### src/common/perf_pkg.sv
// constants and types shared by the dual event performance counter
package perf_pkg;
  localparam int MSR_ADDR_W = 32;
  localparam int MSR_DATA_W = 64;
  localparam int CTRL_W = 32;
  localparam int EVT_W = 6;
  localparam int CC_W = 3;
  localparam int CTR_W = 40;
  localparam int NUM_CTR = 2;

  // model register indices of this block
  localparam logic [MSR_ADDR_W-1:0] IDX_CTRL = 32'h0000_0011;
  localparam logic [MSR_ADDR_W-1:0] IDX_CTR_A = 32'h0000_0012;
  localparam logic [MSR_ADDR_W-1:0] IDX_CTR_B = 32'h0000_0013;
  localparam logic [MSR_ADDR_W-1:0] IDX_STATUS = 32'h0000_0014;

  // field positions inside the control register
  localparam int EVT_A_LSB = 0;
  localparam int EVT_B_LSB = 16;
  localparam int CC_A_LSB = 6;
  localparam int CC_B_LSB = 22;
  localparam int PF_A_BIT = 9;
  localparam int PF_B_BIT = 25;
  localparam logic [CTRL_W-1:0] CTRL_MASK = 32'h03ff_03ff;
  localparam logic [CTRL_W-1:0] CTRL_RESET = 32'h0000_0000;

  // bits of the count control code
  localparam int CC_SUPV_BIT = 0;
  localparam int CC_USER_BIT = 1;
  localparam int CC_DUR_BIT = 2;
  localparam logic [1:0] CPL_USER = 2'h3;

  localparam logic [CTR_W-1:0] CTR_RESET = 40'h00_0000_0000;
  localparam logic [1:0] EVT_MAX_STEP = 2'h2;

  // indicator pin lag behind the counter update, in clocks
  localparam int PIN_LAG_CLK = 5;
  localparam int PIN_PIPE_D = PIN_LAG_CLK - 1;
  localparam int SYNC_W = 3;

  typedef logic [CC_W-1:0] cc_t;
  typedef logic [EVT_W-1:0] evt_t;
  typedef logic [CTR_W-1:0] ctr_t;
endpackage

### src/common/ctr_if.sv
// carrier between the control logic and one counter slice
`timescale 1ns/1ps
interface ctr_if;
  import perf_pkg::*;
  cc_t cc;
  logic [1:0] current_privilege_level;
  logic [1:0] evt_inc;
  logic evt_active;
  logic load;
  ctr_t load_val;
  ctr_t value;
  logic incr;
  logic ovf_pulse;
  logic ovf_flag;
  modport slice (
    input cc, current_privilege_level, evt_inc, evt_active, load, load_val,
    output value, incr, ovf_pulse, ovf_flag
  );
  modport ctl (
    output cc, current_privilege_level, evt_inc, evt_active, load, load_val,
    input value, incr, ovf_pulse, ovf_flag
  );
endinterface

### src/hdl/perf_counter_slice.sv
// one 40-bit counter with privilege gating and sticky overflow
`timescale 1ns/1ps
module perf_counter_slice
  import perf_pkg::*;
(
  input wire logic clk,
  input wire logic rst,
  ctr_if.slice c
);
  ctr_t value_r, value_nxt;
  logic incr_r, incr_nxt;
  logic ovf_r, ovf_nxt;
  logic flag_r, flag_nxt;
  logic allow;
  logic [1:0] step;
  logic [CTR_W:0] sum;

  always_comb begin
    allow = (c.current_privilege_level == CPL_USER) ? c.cc[CC_USER_BIT] : c.cc[CC_SUPV_BIT];
    if (c.cc[CC_DUR_BIT]) begin
      step = c.evt_active ? 2'h1 : 2'h0;
    end else if (c.evt_inc > EVT_MAX_STEP) begin
      step = EVT_MAX_STEP;
    end else begin
      step = c.evt_inc;
    end
    // codes 000 and 100 have both gate bits clear
    if (!allow) begin
      step = 2'h0;
    end
    // add event count or one tick
    sum = {1'b0, value_r} + {{(CTR_W - 1){1'b0}}, step};
    value_nxt = sum[CTR_W-1:0];
    incr_nxt = (step != 2'h0);
    // carry out of bit 39 is overflow
    ovf_nxt = sum[CTR_W];
    // a write from software replaces this cycle's count
    if (c.load) begin
      value_nxt = c.load_val;
      incr_nxt = 1'b0;
      ovf_nxt = 1'b0;
    end
    // sticky flag, clear wins over set since a write also zeroes the overflow
    flag_nxt = ovf_nxt | (flag_r & ~c.load);
  end

  always_ff @(posedge clk) begin
    if (rst) begin
      value_r <= CTR_RESET;
      incr_r <= 1'b0;
      ovf_r <= 1'b0;
      flag_r <= 1'b0;
    end else begin
      value_r <= value_nxt;
      incr_r <= incr_nxt;
      ovf_r <= ovf_nxt;
      flag_r <= flag_nxt;
    end
  end

  assign c.value = value_r;
  assign c.incr = incr_r;
  assign c.ovf_pulse = ovf_r;
  assign c.ovf_flag = flag_r;
endmodule

### src/hdl/dual_event_perf_counter.sv
// dual event performance counter: control register, model register port, indicator pins
`timescale 1ns/1ps
module dual_event_perf_counter
  import perf_pkg::*;
(
  input wire logic REF_CLK,
  input wire logic SYS_RST,
  input wire logic MSR_RD_EN,
  input wire logic MSR_WR_EN,
  input wire logic [MSR_ADDR_W-1:0] MSR_ADDR,
  input wire logic [MSR_DATA_W-1:0] MSR_WDATA,
  output logic [MSR_DATA_W-1:0] MSR_RDATA,
  output logic MSR_RDATA_VALID,
  output logic MSR_ADDR_ERR,
  input wire logic [1:0] CURRENT_PRIVILEGE_LEVEL,
  input wire logic [1:0] EVENT_INC_A,
  input wire logic EVENT_ACTIVE_A,
  input wire logic [1:0] EVENT_INC_B,
  input wire logic EVENT_ACTIVE_B,
  output logic [EVT_W-1:0] EVENT_CODE_A,
  output logic [EVT_W-1:0] EVENT_CODE_B,
  input wire logic BP_MODE_REQ,
  input wire logic BP_MATCH_A,
  input wire logic BP_MATCH_B,
  output logic INDICATOR_PIN_A,
  output logic INDICATOR_PIN_B,
  output logic OVF_FLAG_A,
  output logic OVF_FLAG_B
);
  logic [CTRL_W-1:0] ctrl_r, ctrl_nxt;
  logic [MSR_DATA_W-1:0] rdata_r, rdata_nxt;
  logic rvalid_r, rvalid_nxt;
  logic err_r, err_nxt;
  logic [SYNC_W-1:0] sync1_r, sync1_nxt;
  logic [SYNC_W-1:0] sync2_r, sync2_nxt;
  logic [PIN_PIPE_D-1:0] pipe_r [NUM_CTR];
  logic [PIN_PIPE_D-1:0] pipe_nxt [NUM_CTR];
  logic [NUM_CTR-1:0] pin_r, pin_nxt;
  logic [NUM_CTR-1:0] pin_src;
  logic [NUM_CTR-1:0] pin_flag;
  logic [NUM_CTR-1:0] ovf_flag;
  logic [NUM_CTR-1:0] load;
  ctr_t ctr_val [NUM_CTR];
  logic bp_mode;
  logic [NUM_CTR-1:0] bp_match;
  logic wr_ctrl;
  logic mapped;

  ctr_if cif [NUM_CTR] ();

  function automatic cc_t cc_of(input logic [CTRL_W-1:0] c, input int k);
    return (k == 0) ? c[CC_A_LSB +: CC_W] : c[CC_B_LSB +: CC_W];
  endfunction

  // address decode for the model register port
  always_comb begin
    wr_ctrl = MSR_WR_EN && (MSR_ADDR == IDX_CTRL);
    load[0] = MSR_WR_EN && (MSR_ADDR == IDX_CTR_A);
    load[1] = MSR_WR_EN && (MSR_ADDR == IDX_CTR_B);
    mapped = (MSR_ADDR == IDX_CTRL) || (MSR_ADDR == IDX_CTR_A) ||
             (MSR_ADDR == IDX_CTR_B) || (MSR_ADDR == IDX_STATUS);
  end

  // control register
  always_comb begin
    ctrl_nxt = ctrl_r;
    // whole-register write only; reserved bits are not stored
    if (wr_ctrl) begin
      ctrl_nxt = MSR_WDATA[CTRL_W-1:0] & CTRL_MASK;
    end
  end

  always_ff @(posedge REF_CLK) begin
    if (SYS_RST) begin
      ctrl_r <= CTRL_RESET;
    end else begin
      ctrl_r <= ctrl_nxt;
    end
  end

  // event codes out to the event logic
  assign EVENT_CODE_A = ctrl_r[EVT_A_LSB +: EVT_W];
  assign EVENT_CODE_B = ctrl_r[EVT_B_LSB +: EVT_W];

  assign pin_flag[0] = ctrl_r[PF_A_BIT];
  assign pin_flag[1] = ctrl_r[PF_B_BIT];

  // counter slices
  genvar g;
  generate
    for (g = 0; g < NUM_CTR; g++) begin : gen_ctr
      // control code routed to each slice
      assign cif[g].cc = cc_of(ctrl_r, g);
      assign cif[g].current_privilege_level = CURRENT_PRIVILEGE_LEVEL;
      assign cif[g].evt_inc = (g == 0) ? EVENT_INC_A : EVENT_INC_B;
      assign cif[g].evt_active = (g == 0) ? EVENT_ACTIVE_A : EVENT_ACTIVE_B;
      // preload from the low data bits
      assign cif[g].load = load[g];
      assign cif[g].load_val = MSR_WDATA[CTR_W-1:0];
      assign ctr_val[g] = cif[g].value;
      assign ovf_flag[g] = cif[g].ovf_flag;
      // one increment flag per clock, whatever the step
      assign pin_src[g] = pin_flag[g] ? cif[g].ovf_pulse : cif[g].incr;

      perf_counter_slice u_slice (
        .clk(REF_CLK),
        .rst(SYS_RST),
        .c(cif[g])
      );
    end
  endgenerate

  // read path, answered one clock after the request
  always_comb begin
    rdata_nxt = '0;
    rvalid_nxt = 1'b0;
    err_nxt = 1'b0;
    if (MSR_RD_EN) begin
      rvalid_nxt = 1'b1;
      // live sample, counting is not held off
      case (MSR_ADDR)
        IDX_CTRL: rdata_nxt = MSR_DATA_W'(ctrl_r);
        IDX_CTR_A: rdata_nxt = MSR_DATA_W'(ctr_val[0]);
        IDX_CTR_B: rdata_nxt = MSR_DATA_W'(ctr_val[1]);
        IDX_STATUS: rdata_nxt = MSR_DATA_W'(ovf_flag);
        default: err_nxt = 1'b1;
      endcase
    end
    // writes to unmapped or read-only indices are dropped but flagged
    if (MSR_WR_EN && (!mapped || (MSR_ADDR == IDX_STATUS))) begin
      err_nxt = 1'b1;
    end
  end

  always_ff @(posedge REF_CLK) begin
    if (SYS_RST) begin
      rdata_r <= '0;
      rvalid_r <= 1'b0;
      err_r <= 1'b0;
    end else begin
      rdata_r <= rdata_nxt;
      rvalid_r <= rvalid_nxt;
      err_r <= err_nxt;
    end
  end

  assign MSR_RDATA = rdata_r;
  assign MSR_RDATA_VALID = rvalid_r;
  assign MSR_ADDR_ERR = err_r;

  // debugger inputs come from outside, two flops before use
  always_comb begin
    sync1_nxt = {BP_MATCH_B, BP_MATCH_A, BP_MODE_REQ};
    sync2_nxt = sync1_r;
  end

  always_ff @(posedge REF_CLK) begin
    if (SYS_RST) begin
      sync1_r <= '0;
      sync2_r <= '0;
    end else begin
      sync1_r <= sync1_nxt;
      sync2_r <= sync2_nxt;
    end
  end

  assign bp_mode = sync2_r[0];
  assign bp_match = sync2_r[2:1];

  // pin pipeline; keeps running in breakpoint mode so a switch back
  // shows only fresh activity after the lag
  always_comb begin
    for (int i = 0; i < NUM_CTR; i++) begin
      pipe_nxt[i] = {pipe_r[i][PIN_PIPE_D-2:0], pin_src[i]};
      // breakpoint match takes the pin over
      pin_nxt[i] = bp_mode ? bp_match[i] : pipe_r[i][PIN_PIPE_D-1];
    end
  end

  always_ff @(posedge REF_CLK) begin
    if (SYS_RST) begin
      for (int i = 0; i < NUM_CTR; i++) begin
        pipe_r[i] <= '0;
      end
      pin_r <= '0;
    end else begin
      for (int i = 0; i < NUM_CTR; i++) begin
        pipe_r[i] <= pipe_nxt[i];
      end
      pin_r <= pin_nxt;
    end
  end

  assign INDICATOR_PIN_A = pin_r[0];
  assign INDICATOR_PIN_B = pin_r[1];
  assign OVF_FLAG_A = ovf_flag[0];
  assign OVF_FLAG_B = ovf_flag[1];
endmodule

### config.mk
export PLATFORM = sky130hd
export DESIGN_NAME = dual_event_perf_counter
export DESIGN_NICKNAME = d
export VERILOG_FILES = /design/src/common/perf_pkg.sv /design/src/common/ctr_if.sv /design/src/hdl/perf_counter_slice.sv /design/src/hdl/dual_event_perf_counter.sv
export SDC_FILE = /design/constraint.sdc
export NUM_CORES = 1
export LEC_CHECK = 0
export ABC_AREA = 1
export BUFFER_PORTS_ARGS = -buffer_cell sky130_fd_sc_hd__buf_4
export CAP_MARGIN = 20
export CORE_MARGIN = 2
export CORE_UTILIZATION = 50
export DETAILED_ROUTE_END_ITERATION = 16
export GPL_TIMING_DRIVEN = 1
export PLACE_DENSITY = 0.83
export SLEW_MARGIN = 20
export SYNTH_ARGS = -nofsm -noshare
export SYNTH_HDL_FRONTEND = slang
export SYNTH_SLANG_ARGS = --single-unit
export TNS_END_PERCENT = 30
### constraint.sdc
create_clock -name REF_CLK -period 2.95 [get_ports REF_CLK]
set_input_delay 0.59 -clock REF_CLK [delete_from_list [all_inputs] [get_ports REF_CLK]]
set_output_delay 0.59 -clock REF_CLK [all_outputs]
set_load 0.05 [all_outputs]
## Word-level counts from Yosys, hierarchy flattened

Memories as Yosys holds them, arrays and structs flattened.
Index checks and enable logic that the tools add are counted.
Widths: inputs -> output; s select.

| storage, ports and cells | value |
|---|---|
| flip-flop bits (word level) | 180 |
| word-level logic and storage cells | 77 |
| memories kept | 1 |
| output and inout bits | 82 |
| input port bits | 111 |
| RAM bits | 8 |

Memories:

| memory | depth | width | read ports | clocked after Yosys merged registers in | write ports | RTL line | RTL |
|---|---|---|---|---|---|---|---|
| pipe_r | 2 | 4 | 2 | 0 | 2 | dual_event_perf_counter.sv:36 | `logic [PIN_PIPE_D-1:0] pipe_r [NUM_CTR];` |

| operators by class | value |
|---|---|
| reduce and logical (&&, ||, !) cells | 15 |
| add/sub/neg operators | 2 |
| $lt $le $gt $ge | 2 |
| bitwise gates (word level) | 9 |
| muxes and demuxes | 28 |
| equal/unequal tests | 5 |

Operator list:

| operator | number |
|---|---|
| $pmux 40 s4 | 1 |
| $eq 32x5->1 const B | 4 |
| $add 40x2->41 | 2 |
| $mux 40 | 2 |
| $mux 1 | 17 |
| $mux 2 | 6 |
| $mux 4 | 2 |
| $reduce_or 2->1 | 3 |
| $gt 2x2->1 const B | 2 |
| $logic_and 1x1->1 | 4 |
| $logic_or 1x1->1 | 4 |
| $or 1x1->1 | 4 |
| $reduce_bool 2->1 | 2 |
| $reduce_or 4->1 | 1 |
| $not 1->1 | 3 |
| $and 1x1->1 | 2 |
| $eq 2x2->1 const B | 1 |
| $logic_not 1->1 | 1 |

## Longest topological paths before layout

| logic depth | value |
|---|---|
| word-level depth | 8 |
| depth in mapped cells | 17 |
| depth with buffers taken out | 17 |

## Cells and area by module

Synthesis repeated with hierarchy kept, for this count alone.

| unflattened totals | value |
|---|---|
| cell total of the unflattened synthesis | 1427 |
| area total of the unflattened synthesis | 9355.2 sq um |

Modules (own cells, without submodules):

| module | cells each | area an instance (sq um) | times used |
|---|---|---|---|
| dual_event_perf_counter | 491 | 3646.0 | 1 |
| perf_counter_slice (gen_ctr[1].u_slice) | 466 | 2867.8 | 1 |
| perf_counter_slice (gen_ctr[0].u_slice) | 470 | 2841.5 | 1 |

## Least setup slack after synthesis

OpenSTA, ideal clock, no wires.

| timing path | value |
|---|---|
| path kind | input to register |
| start | input CURRENT_PRIVILEGE_LEVEL[0] |
| end | register gen_ctr[0].u_slice.value_r[22] |
| required time | 2.835 ns |
| stages on the path | 15 |
| slack | 0.054 ns |
| arrival | 2.781 ns |
| cells stage by stage | nand2_1 o21ai_0 a21boi_0 ha_1 inv_1 fa_1 inv_1 nand3_1 nor2_1 nand2_1 nor2_2 nand2_1 xor2_1 nor2_1 nor2_1 |

| between the ends | value |
|---|---|
| cells in the longest elaborated chain, start to end | 5 |

RTL lines:

| element | RTL line | RTL |
|---|---|---|
| start, declared | dual_event_perf_counter.sv:15 | `input wire logic [1:0] CURRENT_PRIVILEGE_LEVEL,` |
| $eq 2x2->1 | perf_counter_slice.sv:19 | `allow = (c.current_privilege_level == CPL_USER) ? c.cc[CC_USER_BIT] : c.cc[CC_SUPV_BIT];` |
| $mux 1 | perf_counter_slice.sv:19 |  |
| $mux 2 | perf_counter_slice.sv:28 | `if (!allow) begin` |
| $add 40x2->41 | perf_counter_slice.sv:32 | `sum = {1'b0, value_r} + {{(CTR_W - 1){1'b0}}, step};` |
| $mux 40 | perf_counter_slice.sv:38 | `if (c.load) begin` |
| end signal, assigned | perf_counter_slice.sv:54 | `value_r <= value_nxt;` |
| end, declared | perf_counter_slice.sv:10 | `ctr_t value_r, value_nxt;` |

No other way between the ends.
A chain may end at the register's enable or synchronous reset.

## Worst setup path after layout

| timing path | value |
|---|---|
| start | input CURRENT_PRIVILEGE_LEVEL[0] |
| end | register gen_ctr[0].u_slice.value_r[20] |

Same word-level chain as after synthesis.

==> impl_metrics.csv <==
group,metric,value,unit
timing,worst_pin_slew,0.726,ns
critical_path,crit_start,"CURRENT_PRIVILEGE_LEVEL[0]",
placed_design,pre_cts_ws,-0.338,ns
hold_path,min_to,"sync1_r[2]",
detailed_routing,wl_per_cell,18.1,microns
cts,cts.sinks,164,
cells_and_area,diodes,0,
critical_path,start_kind,"primary input",
cts,cts_setup_buffers,0,
timing,drv_slew,0,
synthesis,synth_seq_area_share,0.368,
cts,cts_buffers,17,
detailed_routing,drt-met1-wl,12600,microns
detailed_routing,ant_nets,0,
synthesis,yosys_warnings,0,
cells_and_area,final_cell_mix,"nor2_1 (300), nand2_1 (243), buf_4 (206)",
cells_and_area,layout_commonest_cell,"nor2_1",
critical_path,cp_data_required_time,3.28,ns
cells_and_area,drive_above_1_share,0.174,
placed_design,place_congestion,0.955,
critical_path,path_class,"in2reg",
grt,grt_max_degree,49,
flow_run,drv_cap,0,
synthesis,synthCells,1369,
timing,final.setup.tns,0,ns
detailed_routing,wl,32100,microns
cells_and_area,nets,1653,
power,leakage,0.00445,uW
detailed_routing,via_count,9644,
cts,cts.root.buffer_cell,"clkbuf_16",
critical_path,critical_path_depth,19,
timing,finClkSkew,0.0145,ns
floorplan,die_area,18900,sq um
grt,grt_pass1_vias,8960,
critical_path,rrSetupSlack,0.26,ns
grt,grt_usage,0.344,
grt,antenna_found_initial,0,
floorplan,core,17400,sq um
critical_path,slowest_delay,0.38,ns
critical_path,rr_worst_depth,17,
cells_and_area,area_growth,23.3,%
cts,clockBufferDepth,2,
synthesis,ys_ff_latch,164,
critical_path,worstReg2RegEnd,"gen_ctr[0].u_slice.c.value[20]",
timing,hold_violations,0,
power,powerDensity,439,nW/um^2
detailed_routing,drt-pass1-iter-count,9,
cts,holdBufCountCts,0,
synthesis,synth_area_leader_cell,"dfxtp_1",
timing,max_slew_margin,0.513,
critical_path,crit_top_cell,"nand2_1",
floorplan,core.rowCount,48,
placed_design,dpl.hpwl,24800,microns
timing,fin_ws,0.215,ns
timing,setup_viol,0,
detailed_routing,viasPerCell,5.44,
synthesis,ys_types,40,
critical_path,path_cells,"buf_4, nand2_1, nand2_1, o21ai_1, a21boi_2, ha_1, inv_1, fa_1, inv_1, nand3_1, buf_4, inv_1, nand2_1, nor2_1, buf_4, nand2_1, xor2_1, nor2_1, nor2_1",
critical_path,worst_setup_path_end_kind,"flip-flop",
run_status,status,"finished, final reports clean",
critical_path,r2r_start,"ctrl_r[7]",
synthesis,syn_avg_cell_area,6.52,sq um
timing,rsz0062_at_grt,"no",
cts,h-tree-depth,4,
floorplan,die_h,138,microns
synthesis,synth_top_cell_area_share,0.368,
synthesis,synth_area_leaders,"dfxtp_1 (37%), nor2_1 (13%), nand2_1 (10%)",
hold_path,holdCritStartpoint,"BP_MATCH_B",
cts,clk_latency,0.45,ns
detailed_routing,drc,0,
cts,clkTransAtPathRegs,0.08,ns
hold_path,worstHoldPathType,"in2reg",
critical_path,cp_slowest_cell,"fa_1",
detailed_routing,drt_iter0_drc,1008,
synthesis,netlist_area,8920,sq um
power,ir_worst_vdd,485,uV
critical_path,worst-path-max-fanout,4,
detailed_routing,wl_met2,14500,microns
cells_and_area,fillers,1586,
hold_path,whs_path_depth,3,
critical_path,arrival,3.07,ns
timing,layout_min_cycle_time,2.73,ns
timing,fin_crit_sh,0.927,
timing,fmax,0.366,GHz
cts,tritoncts,"yes",
grt,grt-ovfl-total,0,
detailed_routing,top_layer,"met4",
floorplan,die_x,138,microns
floorplan,initial_core_util,0.514,
placed_design,portBuffers,144,
critical_path,cp_num_buf_inv,6,
detailed_routing,route.met3.wl,3260,microns
critical_path,critPathTopFamily,"simple AND/OR/NAND/NOR gates",
floorplan,io_pins,193,
grt,grt_pass1_wl,48100,microns
## through the flow
stage / cell area [sq um] / cells / hold slack, ns / util / total power (uW)
2_1_floorplan: 9010 / 1392 / 0.388 / - / 2440
3_3_place_gp: 10400 / 1742 / 0.389 / 0.596 / 2560
3_5_place_dp: 10400 / 1742 / 0.403 / 0.596 / 2570
4_1_cts: 11000 / 1774 / 0.349 / 0.633 / 4830
5_1_grt: 11000 / 1774 / 0.361 / 0.634 / 4930
6_report: 11000 / 1774 / 0.351 / 0.634 / 4830
## registers in the layout (all words and copies together), names as in the netlist
| name | flops |
|---|---|
| sync2_r | 3 |
| pin_r | 2 |
| pipe_r | 8 |
| gen_ctr.u_slice.c.ovf_flag | 2 |
| MSR_RDATA_VALID | 1 |
| gen_ctr.u_slice.c.value | 80 |
| MSR_RDATA | 40 |
| sync1_r | 3 |
| gen_ctr.u_slice.c.ovf_pulse | 2 |
| gen_ctr.u_slice.c.incr | 2 |
| MSR_ADDR_ERR | 1 |
| ctrl_r | 20 |
## worst reg2reg max path, delay by kind of cell (launching register included)
kind                       cells  cell delay [ns]
AOI/OAI and AO/OA              2             0.41
adders and majority gates      2             0.56
and+or+nand+nor                6             0.54
buffers and inverters          6             0.60
DFF                            1             0.33
xor gates and xnor gates       1             0.15
## layout make-up
cell class | count | area [sq um] | area share
multi-input combinational | 987 | 4660 | 0.423
sequential | 164 | 3280 | 0.299
timing repair buffer | 206 | 1550 | 0.141
inverter | 160 | 601 | 0.0546
clock buffer | 17 | 425 | 0.0387
tap | 225 | 282 | 0.0256
clock inverter | 15 | 204 | 0.0185
## power breakdown
part	internal, uW	switching, uW
Clock	1160	1150
Sequential	2220	1.84
Combinational	102	200
## worst max path at each step
| stage | to | slack [ns] |
|---|---|---|
| global route | gen_ctr[1].u_slice.c.ovf_pulse | 0.007 |
| detailed placement | gen_ctr[0].u_slice.c.value[22] | -0.34 |
| CTS | gen_ctr[0].u_slice.c.value[22] | 0.08 |
| global placement | gen_ctr[0].u_slice.c.value[22] | -0.29 |
| floorplan | gen_ctr[0].u_slice.c.value[22] | 0.05 |
| finish | gen_ctr[0].u_slice.c.value[20] | 0.22 |
## kinds of logic after synthesis
family                   count (synthesis)  synth area share
other                                    1          0.000420
XOR/XNOR                                46            0.0452
flip-flops                             164             0.368
AO/OA/AOI/OAI                          163            0.0989
AND/OR/NAND/NOR                        748             0.356
buffers and inverters                  241             0.121
adder cells (fa/ha/maj)                  6            0.0101
## cell usage after synthesis, drive strengths merged
library cell and number:
a211oi 5, a21boi 2, a21oi 32, a22oi 11, and2 2, and3 1, buf 56, clkbuf 25
conb 1, dfxtp 164, fa 2, ha 4, inv 160, nand2 246, nand3 84, nand3b 4
nand4 27, nor2 318, nor3 63, nor3b 1, nor4 1, o211ai 1, o21a 1, o21ai 101
o22ai 10, or2 1, xnor2 12, xor2 34
## per-layer routing
metal / global-route usage / vias up
li1: - / 4642
met1: 0.434 / 4333
met2: 0.556 / 567
met3: 0.0644 / 102
met4: 0.187 / 0
met5: 0 / -
## timing repair
action                                  4_1_cts  5_1_grt
endpoints found under the setup margin        0       21
endpoints found under the hold margin         0        0
gates resized for setup                       0        8
No activity file was read; power rests on OpenSTA's default activity.
